### config.mk
export PLATFORM = sky130hd
export DESIGN_NAME = blt_slave
export DESIGN_NICKNAME = d
export VERILOG_FILES = /design/src/rtl/blt_pkg.sv /design/src/rtl/blt_fifo.sv /design/src/rtl/blt_slave.sv
export VERILOG_INCLUDE_DIRS = /design/src /design/src/rtl
export SDC_FILE = /design/constraint.sdc
export NUM_CORES = 1
export LEC_CHECK = 0
export ABC_CLOCK_PERIOD_IN_PS = 8500
export BUFFER_PORTS_ARGS = -buffer_cell sky130_fd_sc_hd__buf_2
export CORE_ASPECT_RATIO = 1.2
export CORE_MARGIN = 1
export CORE_UTILIZATION = 38
export CTS_BUF_LIST = sky130_fd_sc_hd__clkbuf_4
export DETAILED_ROUTE_END_ITERATION = 12
export PLACE_DENSITY = 0.61
export SYNTH_ARGS = -nofsm -noshare
export SYNTH_HDL_FRONTEND = slang
export SYNTH_SLANG_ARGS = --single-unit
### constraint.sdc
create_clock -name i_clk -period 8.5 [get_ports i_clk]
set_input_delay 2.55 -clock i_clk [delete_from_list [all_inputs] [get_ports i_clk]]
set_output_delay 2.55 -clock i_clk [all_outputs]
set_load 0.02 [all_outputs]
### src/rtl/blt_defines.svh
// Constants for the backplane block transfer slave.
// Included by the slave and the bench; definitions only.
`ifndef BLT_DEFINES_SVH
`define BLT_DEFINES_SVH

`define BLT_AM_A16        6'h29
`define BLT_AM_A24        6'h39
`define BLT_AM_A24_BLT    6'h3b
`define BLT_AM_A32        6'h09
`define BLT_AM_A32_BLT    6'h0b

`define BLT_LANE_B0       4'h1
`define BLT_LANE_B1       4'h2
`define BLT_LANE_B2       4'h4
`define BLT_LANE_B3       4'h8
`define BLT_LANE_B01      4'h3
`define BLT_LANE_B23      4'hc
`define BLT_LANE_QUAD     4'hf
`define BLT_LANE_NONE     4'h0

`define BLT_SPACE16_MASK  32'h0000_ffff
`define BLT_SPACE24_MASK  32'h00ff_ffff
`define BLT_SPACE32_MASK  32'hffff_ffff
`define BLT_BOUND_BITS    8
`define BLT_FIFO_DEPTH    4

`define BLT_BASE16        32'h0000_c000
`define BLT_BASE24        32'h0020_0000
`define BLT_BASE32        32'h8000_0000
`define BLT_MATCH_LSB     12

`endif

### src/rtl/blt_pkg.sv
// Types shared by the block transfer slave and its user side.
// Assumes blt_defines.svh is on the include path.
package blt_pkg;
  typedef enum logic [2:0]
  {
    ST_IDLE = 3'b000,
    ST_BEAT = 3'b001,
    ST_WR   = 3'b010,
    ST_RD   = 3'b011,
    ST_ACK  = 3'b100,
    ST_SKIP = 3'b101
  } slave_state_t;

  typedef enum logic [1:0]
  {
    AM_NONE  = 2'b00,
    AM_SHORT = 2'b01,
    AM_STD   = 2'b10,
    AM_EXT   = 2'b11
  } am_space_t;

  typedef struct packed
  {
    logic        as_n;
    logic [1:0]  ds_n;
    logic        lword_n;
    logic        write_n;
    logic        iack_n;
    logic [5:0]  am;
    logic [31:1] addr;
  } bus_ctl_t;

  typedef struct packed
  {
    logic [31:0] addr;
    logic [3:0]  lanes;
    logic [31:0] data;
  } wr_entry_t;
endpackage

### src/rtl/blt_fifo.sv
// Small synchronous FIFO with valid/ready on both sides.
// Assumes one clock and an asynchronous active-low reset.
`timescale 1ns/1ps
module blt_fifo
#(
  parameter int WIDTH = 68,
  parameter int DEPTH = 4
)
(
  input  wire logic             i_clk,
  input  wire logic             i_rst_n,
  input  wire logic             i_in_valid,
  output logic                  o_in_ready,
  input  wire logic [WIDTH-1:0] i_in_data,
  output logic                  o_out_valid,
  input  wire logic             i_out_ready,
  output logic      [WIDTH-1:0] o_out_data
);
  localparam int PW = (DEPTH > 1) ? $clog2(DEPTH) : 1;

  if (DEPTH < 2 || (DEPTH & (DEPTH - 1)) != 0)
  begin : g_bad_depth
    $error("blt_fifo depth must be a power of two, at least 2");
  end

  logic [WIDTH-1:0] mem_reg [DEPTH];
  logic [PW-1:0]    wr_ptr_reg;
  logic [PW-1:0]    rd_ptr_reg;
  logic [PW:0]      count_reg;
  logic             push;
  logic             pop;

  assign o_in_ready  = (count_reg != (PW+1)'(DEPTH));
  assign o_out_valid = (count_reg != '0);
  assign push        = i_in_valid & o_in_ready;
  assign pop         = o_out_valid & i_out_ready;
  assign o_out_data  = mem_reg[rd_ptr_reg];

  // Storage carries no reset; only the pointers define contents
  always_ff @(posedge i_clk)
  begin
    if (push)
      mem_reg[wr_ptr_reg] <= i_in_data;
  end

  always_ff @(posedge i_clk or negedge i_rst_n)
  begin
    if (!i_rst_n)
    begin
      wr_ptr_reg <= '0;
      rd_ptr_reg <= '0;
      count_reg  <= '0;
    end
    else
    begin
      wr_ptr_reg <= push ? wr_ptr_reg + 1'b1 : wr_ptr_reg;
      rd_ptr_reg <= pop ? rd_ptr_reg + 1'b1 : rd_ptr_reg;
      count_reg  <= count_reg + {{PW{1'b0}}, push} - {{PW{1'b0}}, pop};
    end
  end
endmodule

### src/rtl/blt_slave.sv
// Backplane data transfer slave with block transfer support.
// Assumes bus strobes already synchronous to i_clk and a user
// side that drains writes and answers reads.
`timescale 1ns/1ps
`include "blt_defines.svh"

// Operation
// - Byte-capable slave serves single bytes, lanes 0-3; odd-only 1, 3.
// - Serve double bytes at 0-1 and 2-3, quad at 0-3 when enabled.
// - Monitor pulse reports every accepted cycle of this width class.
// - On every address strobe fall seen in the idle state the slave loads the address counter, selected or not.
// - Counter advances once per completed data strobe beat of a block cycle; single cycles hold it.
// - Upper address decoded once at block start; only low bits step.
// - Block beats act as ordinary cycles under one held address strobe.
// - Cycles with interrupt acknowledge low are ignored.
// - All six address modifier lines decode the address space.
module blt_slave
#(
  parameter logic [31:0] BASE16    = `BLT_BASE16,
  parameter logic [31:0] BASE24    = `BLT_BASE24,
  parameter logic [31:0] BASE32    = `BLT_BASE32,
  parameter int          MATCH_LSB = `BLT_MATCH_LSB,
  parameter bit          ODD_ONLY  = 1'b0,
  parameter bit          D32_EN    = 1'b1,
  parameter int          DEPTH     = `BLT_FIFO_DEPTH
)
(
  input  wire logic              i_clk,
  input  wire logic              i_rst_n,
  input  wire blt_pkg::bus_ctl_t i_bus,
  input  wire logic [31:0]       i_data,
  output logic      [31:0]       o_data,
  output logic                   o_data_oe_n,
  output logic                   o_dtack_n,
  output logic                   o_wr_valid,
  output blt_pkg::wr_entry_t     o_wr_entry,
  input  wire logic              i_wr_ready,
  output logic                   o_rd_req,
  output logic      [31:0]       o_rd_addr,
  output logic      [3:0]        o_rd_lanes,
  input  wire logic              i_rd_valid,
  input  wire logic [31:0]       i_rd_data,
  output logic                   o_mon_hit
);
  import blt_pkg::*;

  if (MATCH_LSB < `BLT_BOUND_BITS || MATCH_LSB > 15)
  begin : g_bad_match
    $error("blt_slave MATCH_LSB must lie in 8..15");
  end
  if (ODD_ONLY && D32_EN)
  begin : g_bad_class
    $error("blt_slave odd-only class cannot serve quad bytes");
  end

  localparam logic [31:0] MATCH_MASK =
    ~((32'h1 << MATCH_LSB) - 32'h1);

  function automatic am_space_t am_space(input logic [5:0] am);
    case (am)
      `BLT_AM_A16:     am_space = AM_SHORT;
      `BLT_AM_A24:     am_space = AM_STD;
      `BLT_AM_A24_BLT: am_space = AM_STD;
      `BLT_AM_A32:     am_space = AM_EXT;
      `BLT_AM_A32_BLT: am_space = AM_EXT;
      default:         am_space = AM_NONE;
    endcase
  endfunction

  function automatic logic am_block(input logic [5:0] am);
    am_block = (am == `BLT_AM_A24_BLT) || (am == `BLT_AM_A32_BLT);
  endfunction

  function automatic logic [3:0] lane_decode(input logic [1:0] ds_n,
                                             input logic       a01,
                                             input logic       lword_n);
    case ({ds_n, a01, lword_n})
      4'b0101: lane_decode = `BLT_LANE_B0;
      4'b1001: lane_decode = `BLT_LANE_B1;
      4'b0111: lane_decode = `BLT_LANE_B2;
      4'b1011: lane_decode = `BLT_LANE_B3;
      4'b0001: lane_decode = `BLT_LANE_B01;
      4'b0011: lane_decode = `BLT_LANE_B23;
      4'b0000: lane_decode = `BLT_LANE_QUAD;
      default: lane_decode = `BLT_LANE_NONE;
    endcase
  endfunction

  function automatic logic [2:0] lane_count(input logic [3:0] lanes);
    case (lanes)
      `BLT_LANE_QUAD: lane_count = 3'h4;
      `BLT_LANE_B01:  lane_count = 3'h2;
      `BLT_LANE_B23:  lane_count = 3'h2;
      default:        lane_count = 3'h1;
    endcase
  endfunction

  slave_state_t state_reg;
  slave_state_t state_next;
  logic         as_prev_reg;
  logic         blk_reg;
  logic         write_reg;
  logic [31:0]  addr_reg;
  logic [31:0]  addr_next;
  logic [3:0]   lanes_reg;
  logic [31:0]  wdata_reg;
  logic [31:0]  rdata_reg;
  logic         mon_reg;

  logic         as_fall;
  logic         ds_any_low;
  logic         ds_all_high;
  logic [31:0]  bus_addr;
  am_space_t    space;
  logic [31:0]  space_mask;
  logic         base_hit;
  logic         sel_hit;
  logic [3:0]   lanes_now;
  logic         lanes_ok;
  logic         load_addr;
  logic         beat_go;
  logic         beat_done;
  logic [2:0]   step_w;
  logic         fifo_in_ready;
  logic [31:0]  base_sel;

  assign as_fall     = as_prev_reg & ~i_bus.as_n;
  assign ds_any_low  = ~&i_bus.ds_n;
  assign ds_all_high = &i_bus.ds_n;
  assign bus_addr    = {i_bus.addr, 1'b0};
  assign space       = am_space(i_bus.am);
  assign space_mask  = (space == AM_SHORT) ? `BLT_SPACE16_MASK :
                       (space == AM_STD)   ? `BLT_SPACE24_MASK :
                                             `BLT_SPACE32_MASK;
  assign base_sel    = (space == AM_SHORT) ? BASE16 :
                       (space == AM_STD)   ? BASE24 : BASE32;
  // Full decode only here, so later beats see no decode delay
  assign base_hit    = ((bus_addr ^ base_sel) & MATCH_MASK
                        & space_mask) == 32'h0;
  assign sel_hit     = (space != AM_NONE) & i_bus.iack_n
                       & base_hit;
  assign lanes_now   = lane_decode(i_bus.ds_n, addr_reg[1],
                                   i_bus.lword_n);
  // The same filter drives acceptance and the monitor pulse
  assign lanes_ok    = ODD_ONLY ?
                       (lanes_now == `BLT_LANE_B1 ||
                        lanes_now == `BLT_LANE_B3) :
                       (lanes_now != `BLT_LANE_NONE &&
                        (D32_EN ||
                         lanes_now != `BLT_LANE_QUAD));
  assign load_addr   = (state_reg == ST_IDLE) & as_fall;
  assign beat_go     = (state_reg == ST_BEAT) & ds_any_low & lanes_ok;
  assign beat_done   = (state_reg == ST_ACK) & ds_all_high;
  assign step_w      = lane_count(lanes_reg);
  // Only the low byte steps; the upper bits stay put across a block
  assign addr_next   = load_addr ? bus_addr :
                       (beat_done & blk_reg) ?
                       {addr_reg[31:8],
                        addr_reg[7:0] + {5'h0, step_w}} :
                       addr_reg;

  always_comb
  begin
    state_next = state_reg;
    case (state_reg)
      ST_IDLE:
        if (as_fall)
          state_next = sel_hit ? ST_BEAT : ST_SKIP;
      ST_BEAT:
        if (i_bus.as_n)
          state_next = ST_IDLE;
        else if (ds_any_low)
          state_next = !lanes_ok ? ST_SKIP :
                       i_bus.write_n ? ST_RD : ST_WR;
      ST_WR:
        if (fifo_in_ready)
          state_next = ST_ACK;
      ST_RD:
        if (i_rd_valid)
          state_next = ST_ACK;
      ST_ACK:
        if (ds_all_high)
          state_next = (blk_reg & ~i_bus.as_n) ? ST_BEAT :
                       i_bus.as_n ? ST_IDLE : ST_SKIP;
      ST_SKIP:
        if (i_bus.as_n)
          state_next = ST_IDLE;
      default:
        state_next = ST_IDLE;
    endcase
  end

  always_ff @(posedge i_clk or negedge i_rst_n)
  begin
    if (!i_rst_n)
    begin
      state_reg   <= ST_IDLE;
      as_prev_reg <= 1'b0;
      blk_reg     <= 1'b0;
      addr_reg    <= 32'h0;
      mon_reg     <= 1'b0;
    end
    else
    begin
      state_reg   <= state_next;
      as_prev_reg <= i_bus.as_n;
      blk_reg     <= load_addr ? am_block(i_bus.am) : blk_reg;
      addr_reg    <= addr_next;
      mon_reg     <= beat_done;
    end
  end

  always_ff @(posedge i_clk or negedge i_rst_n)
  begin
    if (!i_rst_n)
    begin
      write_reg <= 1'b0;
      lanes_reg <= 4'h0;
      wdata_reg <= 32'h0;
      rdata_reg <= 32'h0;
    end
    else
    begin
      write_reg <= beat_go ? ~i_bus.write_n : write_reg;
      lanes_reg <= beat_go ? lanes_now : lanes_reg;
      wdata_reg <= beat_go ? i_data : wdata_reg;
      rdata_reg <= (state_reg == ST_RD && i_rd_valid) ? i_rd_data
                                                      : rdata_reg;
    end
  end

  // Write beats stall on a full FIFO; the master simply waits for DTACK
  blt_fifo
  #(
    .WIDTH ($bits(wr_entry_t)),
    .DEPTH (DEPTH)
  )
  u_wr_fifo
  (
    .i_clk       (i_clk),
    .i_rst_n     (i_rst_n),
    .i_in_valid  (state_reg == ST_WR),
    .o_in_ready  (fifo_in_ready),
    .i_in_data   ({addr_reg, lanes_reg, wdata_reg}),
    .o_out_valid (o_wr_valid),
    .i_out_ready (i_wr_ready),
    .o_out_data  (o_wr_entry)
  );

  assign o_dtack_n   = (state_reg != ST_ACK);
  assign o_data_oe_n = ~((state_reg == ST_ACK) & ~write_reg);
  assign o_data      = rdata_reg;
  assign o_rd_req    = (state_reg == ST_RD);
  assign o_rd_addr   = addr_reg;
  assign o_rd_lanes  = lanes_reg;
  assign o_mon_hit   = mon_reg;
endmodule

==> impl_results.md, run 1 <==
- Final hold vios: 0
- Worst setup margin: 2.636 ns
- I/O Pins: 252
- R2r startpoint: state_reg[1]
- Detail Placement HPWL: 19610 um
- Later-pin clock latency in the skew report: 0.79 ns
- Status: complete, no violations
- DR WL met2: 15970 um
- Synth unique cells: 49
- Number of synthesized flops with an enable pin: 272
- Cell count of the worst reg-to-reg path: 4
- Final Power: 6.431 mW
- Via density per instance: 4.776
- #FFs+latches synth: 386
- Synth area leaders: edfxtp_1 (54%), dfrtp_1 (19%), mux4_2 (10%)
- CP max stage cell: dfrtp_4
- Min Hold Slack: 0.4805 ns
- Startpoint types: flip-flop
- TritonCTS Sinks: 386
- Setup crit end: o_wr_entry[41]
- Vias in the first global route: 8565
- Crit end category: primary output
- HP Class: reg2reg
- Buf/Inv on CP: 2
- First-pass GRT wire length: 49450 um
- Setup TNS: 0 ns
- Static leakage: 7.125 nW
- PwrDens: 356.4 mW/mm^2
- Proportion of layout cells with a drive suffix above 1: 51.99%
- RR Endpoint: u_wr_fifo.mem_reg[1][26]
- Drt pass-1 iters: 4
- Post-cts sizing count: 0
- Core area: 0.03904 sq mm
- Syn-to-layout area delta: 18.88%
- Synth async-reset ratio: 29.53%
- CTS Buf Count: 96
- Reg2Reg Setup Slack: 5.30 ns
- Synth top area share: 53.81%
- Cell breakdown of the critical path: buf_4 -> mux4_2 -> buf_2
- Core Util, Final: 46.22%
- Tightest Pin Transition: 1.137 ns
- Largest net degree at the start of global routing: 70
- Routed wl met3: 2223 um
- Hold path cells: 0
- Number of stages on the worst setup path: 3
- DIE HEIGHT: 220.9 um
- Routed Wire Length: 32300 um
- Worst Clk Skew: 0.05534 ns
- Fin nets: 1177
- Max-cap viol count: 0
- FF/Latch Area: 0.01103 sq mm
- Largest register FFs: 272
- Placed Cells: 1480
- Slew Limit Fails: 0
- Final std cells w/o fill: 1658
- Total gr overflow: 0
- Top metal layer carrying routed signals: met4
- Sequential area share after synthesis: 72.60%
- Die area: 0.04075 sq mm
- Final Cycle Share: 68.99%
- Clock Path Buffers: 3
- Synth warn: 0
- All-Layer GR Usage: 16.36%
- DRT antenna net count: 0
- Cell Rows: 79
- Maximum vdd drop: 0.0001779 V
- DP Area: 0.01671 sq mm
- CP top delay family: flip-flops
- Clock transition at the registers of the reported paths: 0.07 ns
- Crit Path Max Fanout: 39
- Final Cell Area: 0.01804 sq mm
- Critical path's largest stage delay: 0.98 ns
- Cells after Synth: 762
- Post-CTS Hold Buffers: 0
- Pre-CTS setup slack: 3.356 ns
- Max H-tree Level: 3
- Post-CTS Setup Repair Bufs: 0
- Initial Util: 38.88%
- Rel. slew slack: 24.21%
- Synth Flop Type: edfxtp_1
- Number of fill cells: 3456
- CTS tree: yes
- Initial antenna violation count: 1
- CP Data Required Time: 5.95 ns
- Unrepaired setup endpoints after global routing: no
- WL per Instance: 19.48 um
- Drt drc: 0
- Avg Inst Size Synth: 19.92 sq um
- Setup CP Type: reg2out
- Synthesized net count: 887
- Largest area contributor in the netlist: edfxtp_1
- Min Clock Period, post-route: 5.864 ns
- Final setup vio count: 0
- Max frequency: 0.1705 GHz
- Placer Congestion: 0.7231
- Number of port buffers: 251
- Cell area after technology mapping: 0.01518 sq mm
- Met1 wire length: 13420 um
- Multi-input logic area: 0.003635 sq mm
- Worst setup path start: u_wr_fifo.rd_ptr_reg[0]
- Die width: 184.5 um
- CTS root buf: clkbuf_4
- Drt initial violations: 365
- WP data arrival: 3.31 ns
- Vias: 7919
## layout by cell type, fill, tap and decap left out, types with 3 or more instances in the layout
cell,n
mux2_4,29
nor2_1,15
dfrtp_1,112
mux2_2,60
nor4_1,4
clkbuf_4,145
edfxtp_1,272
buf_4,9
inv_1,16
o31ai_1,3
xnor2_1,9
nor3_1,5
nor2b_1,4
o21ai_0,6
ha_1,12
mux4_2,68
xor2_1,4
buf_2,250
clkinv_1,22
and2_4,4
clkinv_2,3
bufinv_16,4
a21oi_1,11
nand2_1,18
## cell usage after synthesis (3+ instances only)
library cell / count
nor2b_1: 4
a21oi_1: 11
mux2_4: 29
nor4_1: 4
o31ai_1: 3
ha_1: 12
nor2_1: 15
xnor2_1: 9
buf_6: 3
mux4_2: 68
buf_12: 3
o21ai_0: 6
nor3_1: 5
xor2_1: 4
clkbuf_1: 11
buf_4: 36
edfxtp_1: 272
buf_2: 15
inv_1: 16
nand2_1: 18
mux2_2: 60
dfrtp_1: 114
and2_1: 6
## final cells by class
type / count / area share, %
flip-flops and latches: 386 / 61.12
multi-input cells: 292 / 20.14
repair buffers: 260 / 7.371
clock buffers: 145 / 6.032
well taps: 526 / 3.647
clock inverters: 32 / 1.345
inverters: 16 / 0.3328
diodes: 1 / 0.01387
## report_power, final
| part | switching, mW | internal (mW) | total, mW | leakage [nW] |
|---|---|---|---|---|
| clock | 0.741 | 0.904 | 1.64 | 0.779 |
| combinational | 1.02 | 0.858 | 1.87 | 2.48 |
| sequential | 0.386 | 2.53 | 2.91 | 3.86 |
## cell families (layout without fill, tap and decap cells)
family | count (synthesis) | count (layout) | share of synthesized area, %
other cells | 0 | 1 | 0
flops | 386 | 386 | 72.60
compound gates | 38 | 38 | 1.846
xor+xnor | 13 | 13 | 0.7501
mux | 159 | 159 | 17.54
fa+ha+maj | 14 | 14 | 1.253
buf+inv | 84 | 453 | 3.561
simple gates | 68 | 68 | 2.448
## per-layer routing
layer / GRT usage, % / vias to the layer above
li1: - / 3600
met1: 19.75 / 3989
met2: 26.90 / 286
met3: 5.069 / 44
met4: 6.989 / 0
met5: 0 / -
## worst min-delay path by stage
stage,startpoint,end,slack [ns]
final,wdata_reg[11],u_wr_fifo.mem_reg[3][11],0.48
after global routing,wdata_reg[15],u_wr_fifo.mem_reg[2][15],0.49
after global placement,write_reg,write_reg,0.46
after CTS,wdata_reg[11],u_wr_fifo.mem_reg[3][11],0.48
after floorplan,write_reg,write_reg,0.44
after detailed placement,write_reg,write_reg,0.47
(Power assumes the default switching activity.)
==> run 2: changes to the inputs <==
--- a/config.mk
+++ b/config.mk
@@ -6,14 +6,15 @@
 export SDC_FILE = /design/constraint.sdc
 export NUM_CORES = 1
 export LEC_CHECK = 0
-export ABC_CLOCK_PERIOD_IN_PS = 8500
+export ABC_AREA = 1
+export ABC_CLOCK_PERIOD_IN_PS = 5420
 export BUFFER_PORTS_ARGS = -buffer_cell sky130_fd_sc_hd__buf_2
 export CORE_ASPECT_RATIO = 1.2
 export CORE_MARGIN = 1
 export CORE_UTILIZATION = 38
 export CTS_BUF_LIST = sky130_fd_sc_hd__clkbuf_4
 export DETAILED_ROUTE_END_ITERATION = 12
-export PLACE_DENSITY = 0.61
+export PLACE_DENSITY = 0.6
 export SYNTH_ARGS = -nofsm -noshare
 export SYNTH_HDL_FRONTEND = slang
 export SYNTH_SLANG_ARGS = --single-unit
==> constraint.sdc (replaced) <==
create_clock -name i_clk -period 5.42 [get_ports i_clk]
set_input_delay 1.626 -clock i_clk [delete_from_list [all_inputs] [get_ports i_clk]]
set_output_delay 1.626 -clock i_clk [all_outputs]
set_load 0.02 [all_outputs]
==> impl_results.md, run 2 <==
- Final setup vio count: 0 (unchanged)
- DP Area: 0.01703 sq mm (+1.9%)
- Clock transition at the registers of the reported paths: 0.07 ns (about the same)
- Synth area leaders: edfxtp_1 (53%), dfrtp_1 (18%), o21ai_0 (5.1%)
- Commonest non-fill, non-tap cell in the layout: edfxtp_1
- Startpoint types: flip-flop
- Tightest Pin Transition: 1.115 ns (-0.02235 ns)
- FF/Latch Area: 0.01103 sq mm (about the same)
- Sequential area share after synthesis: 70.93% (-1.7 points)
- Synthesized net count: 1375 (+55%)
- Max H-tree Level: 3 (unchanged)
- PwrDens: 566.4 mW/mm^2 (+59%)
- Most frequent cells in the layout: edfxtp_1 (272), buf_2 (250), nand2_1 (201)
- Total gr overflow: 0 (unchanged)
- Synth async-reset ratio: 29.53% (unchanged)
- Die area: 0.04170 sq mm (+2.3%)
- Fin nets: 1641 (+39%)
- Final Cell Area: 0.01826 sq mm (+1.2%)
- Number of synthesized flops with an enable pin: 272 (unchanged)
- CTS Buf Count: 95 (-1.0%)
- Min-delay src: wdata_reg[24]
- Static leakage: 7.664 nW (+7.6%)
- Synth Flop Type: edfxtp_1
- Synth unique cells: 35 (-29%)
- Status: complete, no violations
- Cell area after technology mapping: 0.01554 sq mm (+2.4%)
- HP Class: reg2reg
- I/O Pins: 252 (unchanged)
- Number of port buffers: 251 (unchanged)
- DIE HEIGHT: 223.5 um (+1.2%)
- Max frequency: 0.2081 GHz
- Drt initial violations: 682 (+87%)
- Number of fill cells: 3783 (+9.5%)
- Initial Util: 38.81% (-0.072 points)
- WL per Instance: 17.47 um (-10%)
- Cell Rows: 80 (+1.3%)
- Post-cts sizing count: 0 (unchanged)
- Cell count of the worst reg-to-reg path: 6 (+2)
- Hold path cells: 0 (unchanged)
- Max-cap viol count: 0 (unchanged)
- Routed Wire Length: 37210 um (+15%)
- Crit Path Max Fanout: 66 (+69%)
- CTS root buf: clkbuf_4
- Drt pass-1 iters: 4 (unchanged)
- Initial antenna violation count: 2 (+1)
- TritonCTS Sinks: 386 (unchanged)
- Cell breakdown of the critical path: inv_4 -> buf_4 -> o21ai_0 -> o22ai_1 -> buf_2
- Largest area contributor in the netlist: edfxtp_1
- RR Endpoint: u_wr_fifo.mem_reg[0][26]
- DRT antenna net count: 0 (unchanged)
- Worst setup path start: u_wr_fifo.rd_ptr_reg[0]
- All-Layer GR Usage: 18.12% (+1.8 points)
- Avg Inst Size Synth: 12.43 sq um (-38%)
- Crit end category: primary output
- Slew Limit Fails: 0 (unchanged)
- Synth top area share: 52.57% (-1.2 points)
- Post-CTS Hold Buffers: 0 (unchanged)
- Worst Clk Skew: 0.05952 ns (+0.004184 ns)
- Vias in the first global route: 10.66k (+24%)
- Final Cycle Share: 88.66%
- Final Power: 10.34 mW (+61%)
- Multi-input logic area: 0.003721 sq mm (+2.4%)
- WP data arrival: 3.18 ns (-0.13 ns)
- Proportion of layout cells with a drive suffix above 1: 29.40% (-23 points)
- Via density per instance: 4.841 (+1.4%)
- Post-synth top cells: edfxtp_1 (272), nand2_1 (201), nor2_1 (166), o21ai_0 (159), dfrtp_1 (114)
- Min Clock Period, post-route: 4.806 ns
- CTS tree: yes
- Largest net degree at the start of global routing: 91 (+30%)
- Placer Congestion: 0.7573 (+4.7%)
- Detail Placement HPWL: 21800 um (+11%)
- Core Util, Final: 45.61% (-0.61 points)
- Setup TNS: 0 ns (unchanged)
- Final hold vios: 0 (unchanged)
- First-pass GRT wire length: 57940 um (+17%)
- Syn-to-layout area delta: 17.53%
- Cells after Synth: 1250 (+64%)
- Rel. slew slack: 25.52% (+1.3 points)
- Later-pin clock latency in the skew report: 0.78 ns (about the same)
- Post-CTS Setup Repair Bufs: 0 (unchanged)
- Reg2Reg Setup Slack: 2.67 ns (-2.63 ns)
- Vias: 10.31k (+30%)
- #FFs+latches synth: 386 (unchanged)
- Most frequent cell after synthesis: edfxtp_1
- Drt drc: 0 (unchanged)
- Largest register FFs: 272 (unchanged)
- Die width: 186.6 um (+1.2%)
- Endpoint, Worst Hold: u_wr_fifo.mem_reg[0][24]
- Core area: 0.04004 sq mm (+2.5%)
- Critical path's largest stage delay: 0.73 ns (-0.25 ns)
- Unrepaired setup endpoints after global routing: no
- Maximum vdd drop: 0.0003211 V (+80%)
- Synth warn: 0 (unchanged)
- Setup CP Type: reg2out
- Clock Path Buffers: 3 (unchanged)
- R2r startpoint: state_reg[2]
- CP Data Required Time: 3.79 ns (-2.16 ns)
- CP max stage cell: dfrtp_4
- Min Hold Slack: 0.4809 ns (+0.0004650 ns)
run 2: how the worst max path moves through the flow:
stage | endpoint | slack (ns) | cells after the start
floorplan | u_wr_fifo.mem_reg[0][0] | 1.32 | 5
global placement | o_wr_entry[27] | 1.38 | 5
detailed placement | o_wr_entry[27] | 1.33 | 5
CTS | o_wr_entry[27] | 0.48 | 5
global route | o_wr_entry[27] | 0.33 | 5
finish | o_wr_entry[27] | 0.61 | 5
run 2: worst max-delay path, delay by kind of cell, from the launching register on:
family	cells	cell delay [ns]
AO/OA/AOI/OAI	2	0.35
flip-flops	1	0.73
buffers and inverters	3	1.33
run 2: kinds of logic after synthesis:
logic type / count (synthesis) / synth area share, %
adder cells (fa/ha/maj): 14 / 1.224
flip-flops: 386 / 70.93
multiplexers: 32 / 3.044
buffers and inverters: 156 / 5.315
AO/OA/AOI/OAI: 251 / 8.689
AND/OR/NAND/NOR: 404 / 10.40
XOR/XNOR: 7 / 0.3946
run 2: per-layer routing:
layer / part of all wire, % / vias up / track usage (%)
li1: - / 4919 / -
met1: 42 / 5028 / 21.67
met2: 50 / 308 / 31.32
met3: 5.6 / 56 / 4.845
met4: 2.1 / 0 / 6.557
met5: 0 / - / 0
run 2: layout make-up:
cell class                      instances  area share (%)
Clock buffer                          135           5.550
Antenna cell                            2         0.02741
Multi-Input combinational cell        708           20.38
Timing Repair Buffer                  264           7.585
Tap cell                              533           3.652
Sequential cell                       386           60.38
Clock inverter                         41           1.165
Inverter                               61           1.268
run 2: per-stage QoR:
stage | worst slack [ns] | cells
floorplan | 1.317 | 1250
global placement | 1.382 | 1952
detailed placement | 1.332 | 1952
CTS | 0.4771 | 2128
global route | 0.3344 | 2130
finish | 0.6145 | 2130
run 2: report_power, final:
part / leakage [nW] / switching, mW / internal [mW]
clock: 0.728 / 1.15 / 1.25
sequential: 3.89 / 0.532 / 3.89
combinational: 3.04 / 2.37 / 1.15
total: 7.66 / 4.05 / 6.29
==> run 3: changes to the inputs <==
==> constraint.sdc (replaced) <==
create_clock -name i_clk -period 5.42 [get_ports i_clk]
set_input_delay 0.542 -clock i_clk [delete_from_list [all_inputs] [get_ports i_clk]]
set_output_delay 0.542 -clock i_clk [all_outputs]
set_load 0.02 [all_outputs]
==> impl_results.md, run 3 (same netlist as run 2, synthesis figures left out) <==
- Max H-tree Level: 3 (unchanged)
- Initial antenna violation count: 1 (-1)
- Most frequent cells in the layout: edfxtp_1 (272), buf_2 (250), nand2_1 (201)
- CTS Buf Count: 95 (unchanged)
- Core area: 0.04004 sq mm (unchanged)
- Tightest Pin Transition: 1.187 ns (+0.07239 ns)
- Total gr overflow: 0 (unchanged)
- Final setup vio count: 0 (unchanged)
- Buf/Inv on CP: 3 (unchanged)
- Syn-to-layout area delta: 23.47%
- Commonest non-fill, non-tap cell in the layout: edfxtp_1
- Drt drc: 0 (unchanged)
- Largest register FFs: 272 (unchanged)
- Final std cells w/o fill: 2221 (+4.3%)
- Max-cap viol count: 0 (unchanged)
- Vias: 10.73k (+4.1%)
- Slew Limit Fails: 0 (unchanged)
- CP Data Required Time: 4.88 ns (+1.09 ns)
- Drt initial violations: 532 (-22%)
- Crit Path Max Fanout: 109 (+65%)
- Int Power: 6.359 mW (+1.0%)
- Initial Util: 38.81% (unchanged)
- DRT antenna net count: 0 (unchanged)
- Die width: 186.6 um (unchanged)
- Detail Placement HPWL: 22430 um (+2.9%)
- Min Clock Period, post-route: 3.988 ns (-0.8177 ns)
- I/O Pins: 252 (unchanged)
- Number of fill cells: 3686 (-2.6%)
- WP data arrival: 3.45 ns (+0.27 ns)
- First-pass GRT wire length: 60010 um (+3.6%)
- Post-CTS Setup Repair Bufs: 0 (unchanged)
- Clock transition at the registers of the reported paths: 0.06 ns (about the same)
- Cell breakdown of the critical path: inv_4 -> buf_4 -> o21ai_0 -> o22ai_1 -> buf_2
- Setup TNS: 0 ns (unchanged)
- Max frequency: 0.2508 GHz (+21%)
- Net Sw Power: 4.084 mW (+0.83%)
- Startpoint types: flip-flop
- Routed Wire Length: 39140 um (+5.2%)
- Setup CP Type: reg2out
- Proportion of layout cells with a drive suffix above 1: 28.28% (-1.1 points)
- PwrDens: 544.3 mW/mm^2 (-3.9%)
- CP max stage cell: inv_4
- Vias in the first global route: 11.05k (+3.7%)
- Final Cycle Share: 73.58% (-15 points)
- CP top delay family: buffers and inverters
- Drt pass-1 iters: 7 (+3)
- Die area: 0.04170 sq mm (unchanged)
- Crit end category: primary output
- Sw Share: 39.11% (-0.051 points)
- Critical path's largest stage delay: 0.89 ns (+0.16 ns)
- Static leakage: 8.057 nW (+5.1%)
- Largest net degree at the start of global routing: 110 (+21%)
- Placed Cells: 1950 (-0.10%)
- DIE HEIGHT: 223.5 um (unchanged)
- Worst Clk Skew: 0.05617 ns (-0.003355 ns)
- Sequential power share: 42.6% (-0.2 points)
- Placer Congestion: 0.7933 (+4.8%)
- CTS root buf: clkbuf_4
- Maximum vdd drop: 0.0003509 V (+9.3%)
- WL per Instance: 17.62 um (+0.87%)
- Rel. slew slack: 20.69% (-4.8 points)
- Fin nets: 1734 (+5.7%)
- TritonCTS Sinks: 386 (unchanged)
- Status: complete, no violations
- Share of power burned in combinational logic: 34.2% (+0.2 points)
- Later-pin clock latency in the skew report: 0.79 ns (about the same)
- Unrepaired setup endpoints after global routing: no
- Number of port buffers: 251 (unchanged)
- Cell Rows: 80 (unchanged)
- HP Class: in2reg
- Via density per instance: 4.832 (-0.19%)
- Final hold vios: 0 (unchanged)
- Clock power frac: 23.2% (about the same)
- Clock Path Buffers: 3 (unchanged)
- All-Layer GR Usage: 18.87% (+0.75 points)
- CTS tree: yes
==> run 3: cell types whose count changed in the layout (fill, tap and decap cells not counted), sizes merged <==
cell         change
inv              +1
bufinv           -1
clkinv          -14
dlygate4sd3     +95
buf              -2
clkinvlp         +2
diode            -1
clkbuf          +11
==> run 3: worst min-delay path, cell delays in order <==
cell and delay [ns]:
buf_2 0.10, inv_2 0.05, nand3_1 0.07, o21ai_1 0.06
==> run 3: stage by stage <==
step,area (sq um),util (%),hold WS [ns],setup WS [ns],total power [mW]
after floorplan,15540,-,0.2464,1.317,6.866
after CTS,19180,47.91,0.004268,1.343,10.57
final,19180,47.92,0.09765,1.432,10.44
after detailed placement,16990,42.43,0.4851,2.197,8.066
after global routing,19180,47.92,0.04179,1.152,11.09
after global placement,16990,42.43,0.4754,2.251,8.000
==> run 3: layout make-up <==
cell class	instances	area [sq um]	area share [%]
multi-input combinational	708	3721	19.40
inverter	61	231.5	1.207
timing repair buffer	357	2296	11.97
clock buffer	146	1096	5.713
antenna	1	2.502	0.01304
sequential	386	11030	57.47
clock inverter	29	145.1	0.7565
tap	533	666.9	3.476
==> run 3: per-layer routing <==
layer  wire length (um)  global-route usage [%]  vias up  part of all wire [%]
met5                  0                       0        -                     0
met2              19760                   33.06      371                    50
met4               1154                   8.911        0                   2.9
met3               2545                   4.751       71                   6.5
li1                   -                       -     5110                     -
met1              15680                   21.55     5179                    40
==> run 3: power groups by stage <==
stage | Sequential [mW] | Combinational [mW] | Clock (mW)
floorplan | 4.42 | 2.45 | 0
global placement | 4.47 | 3.53 | 0
detailed placement | 4.49 | 3.58 | 0
CTS | 4.44 | 3.63 | 2.50
global route | 4.52 | 3.92 | 2.65
finish | 4.45 | 3.57 | 2.42
==> run 3: repair_timing <==
item / in CTS / in global routing
resized for setup: 0 / 0
hold endpoints to repair: 161 / 0
hold buffers: 95 / 0
==> run 3: path summary, 6_finish.rpt <==
kind	from	end	slack, ns	depth (start not counted)
worst min-delay path	i_bus[41]	o_rd_lanes[0]	0.1	4
worst max register to register	state_reg[2]	u_wr_fifo.mem_reg[2][29]	2.62	6
max in group asynchronous	i_rst_n	wdata_reg[23]	3.88	3
worst min register to register	wdata_reg[9]	u_wr_fifo.mem_reg[3][9]	0.48	0
min in group asynchronous	i_rst_n	o_rd_addr[23]	0.31	2
worst max-delay path	u_wr_fifo.rd_ptr_reg[0]	o_wr_entry[54]	1.43	5
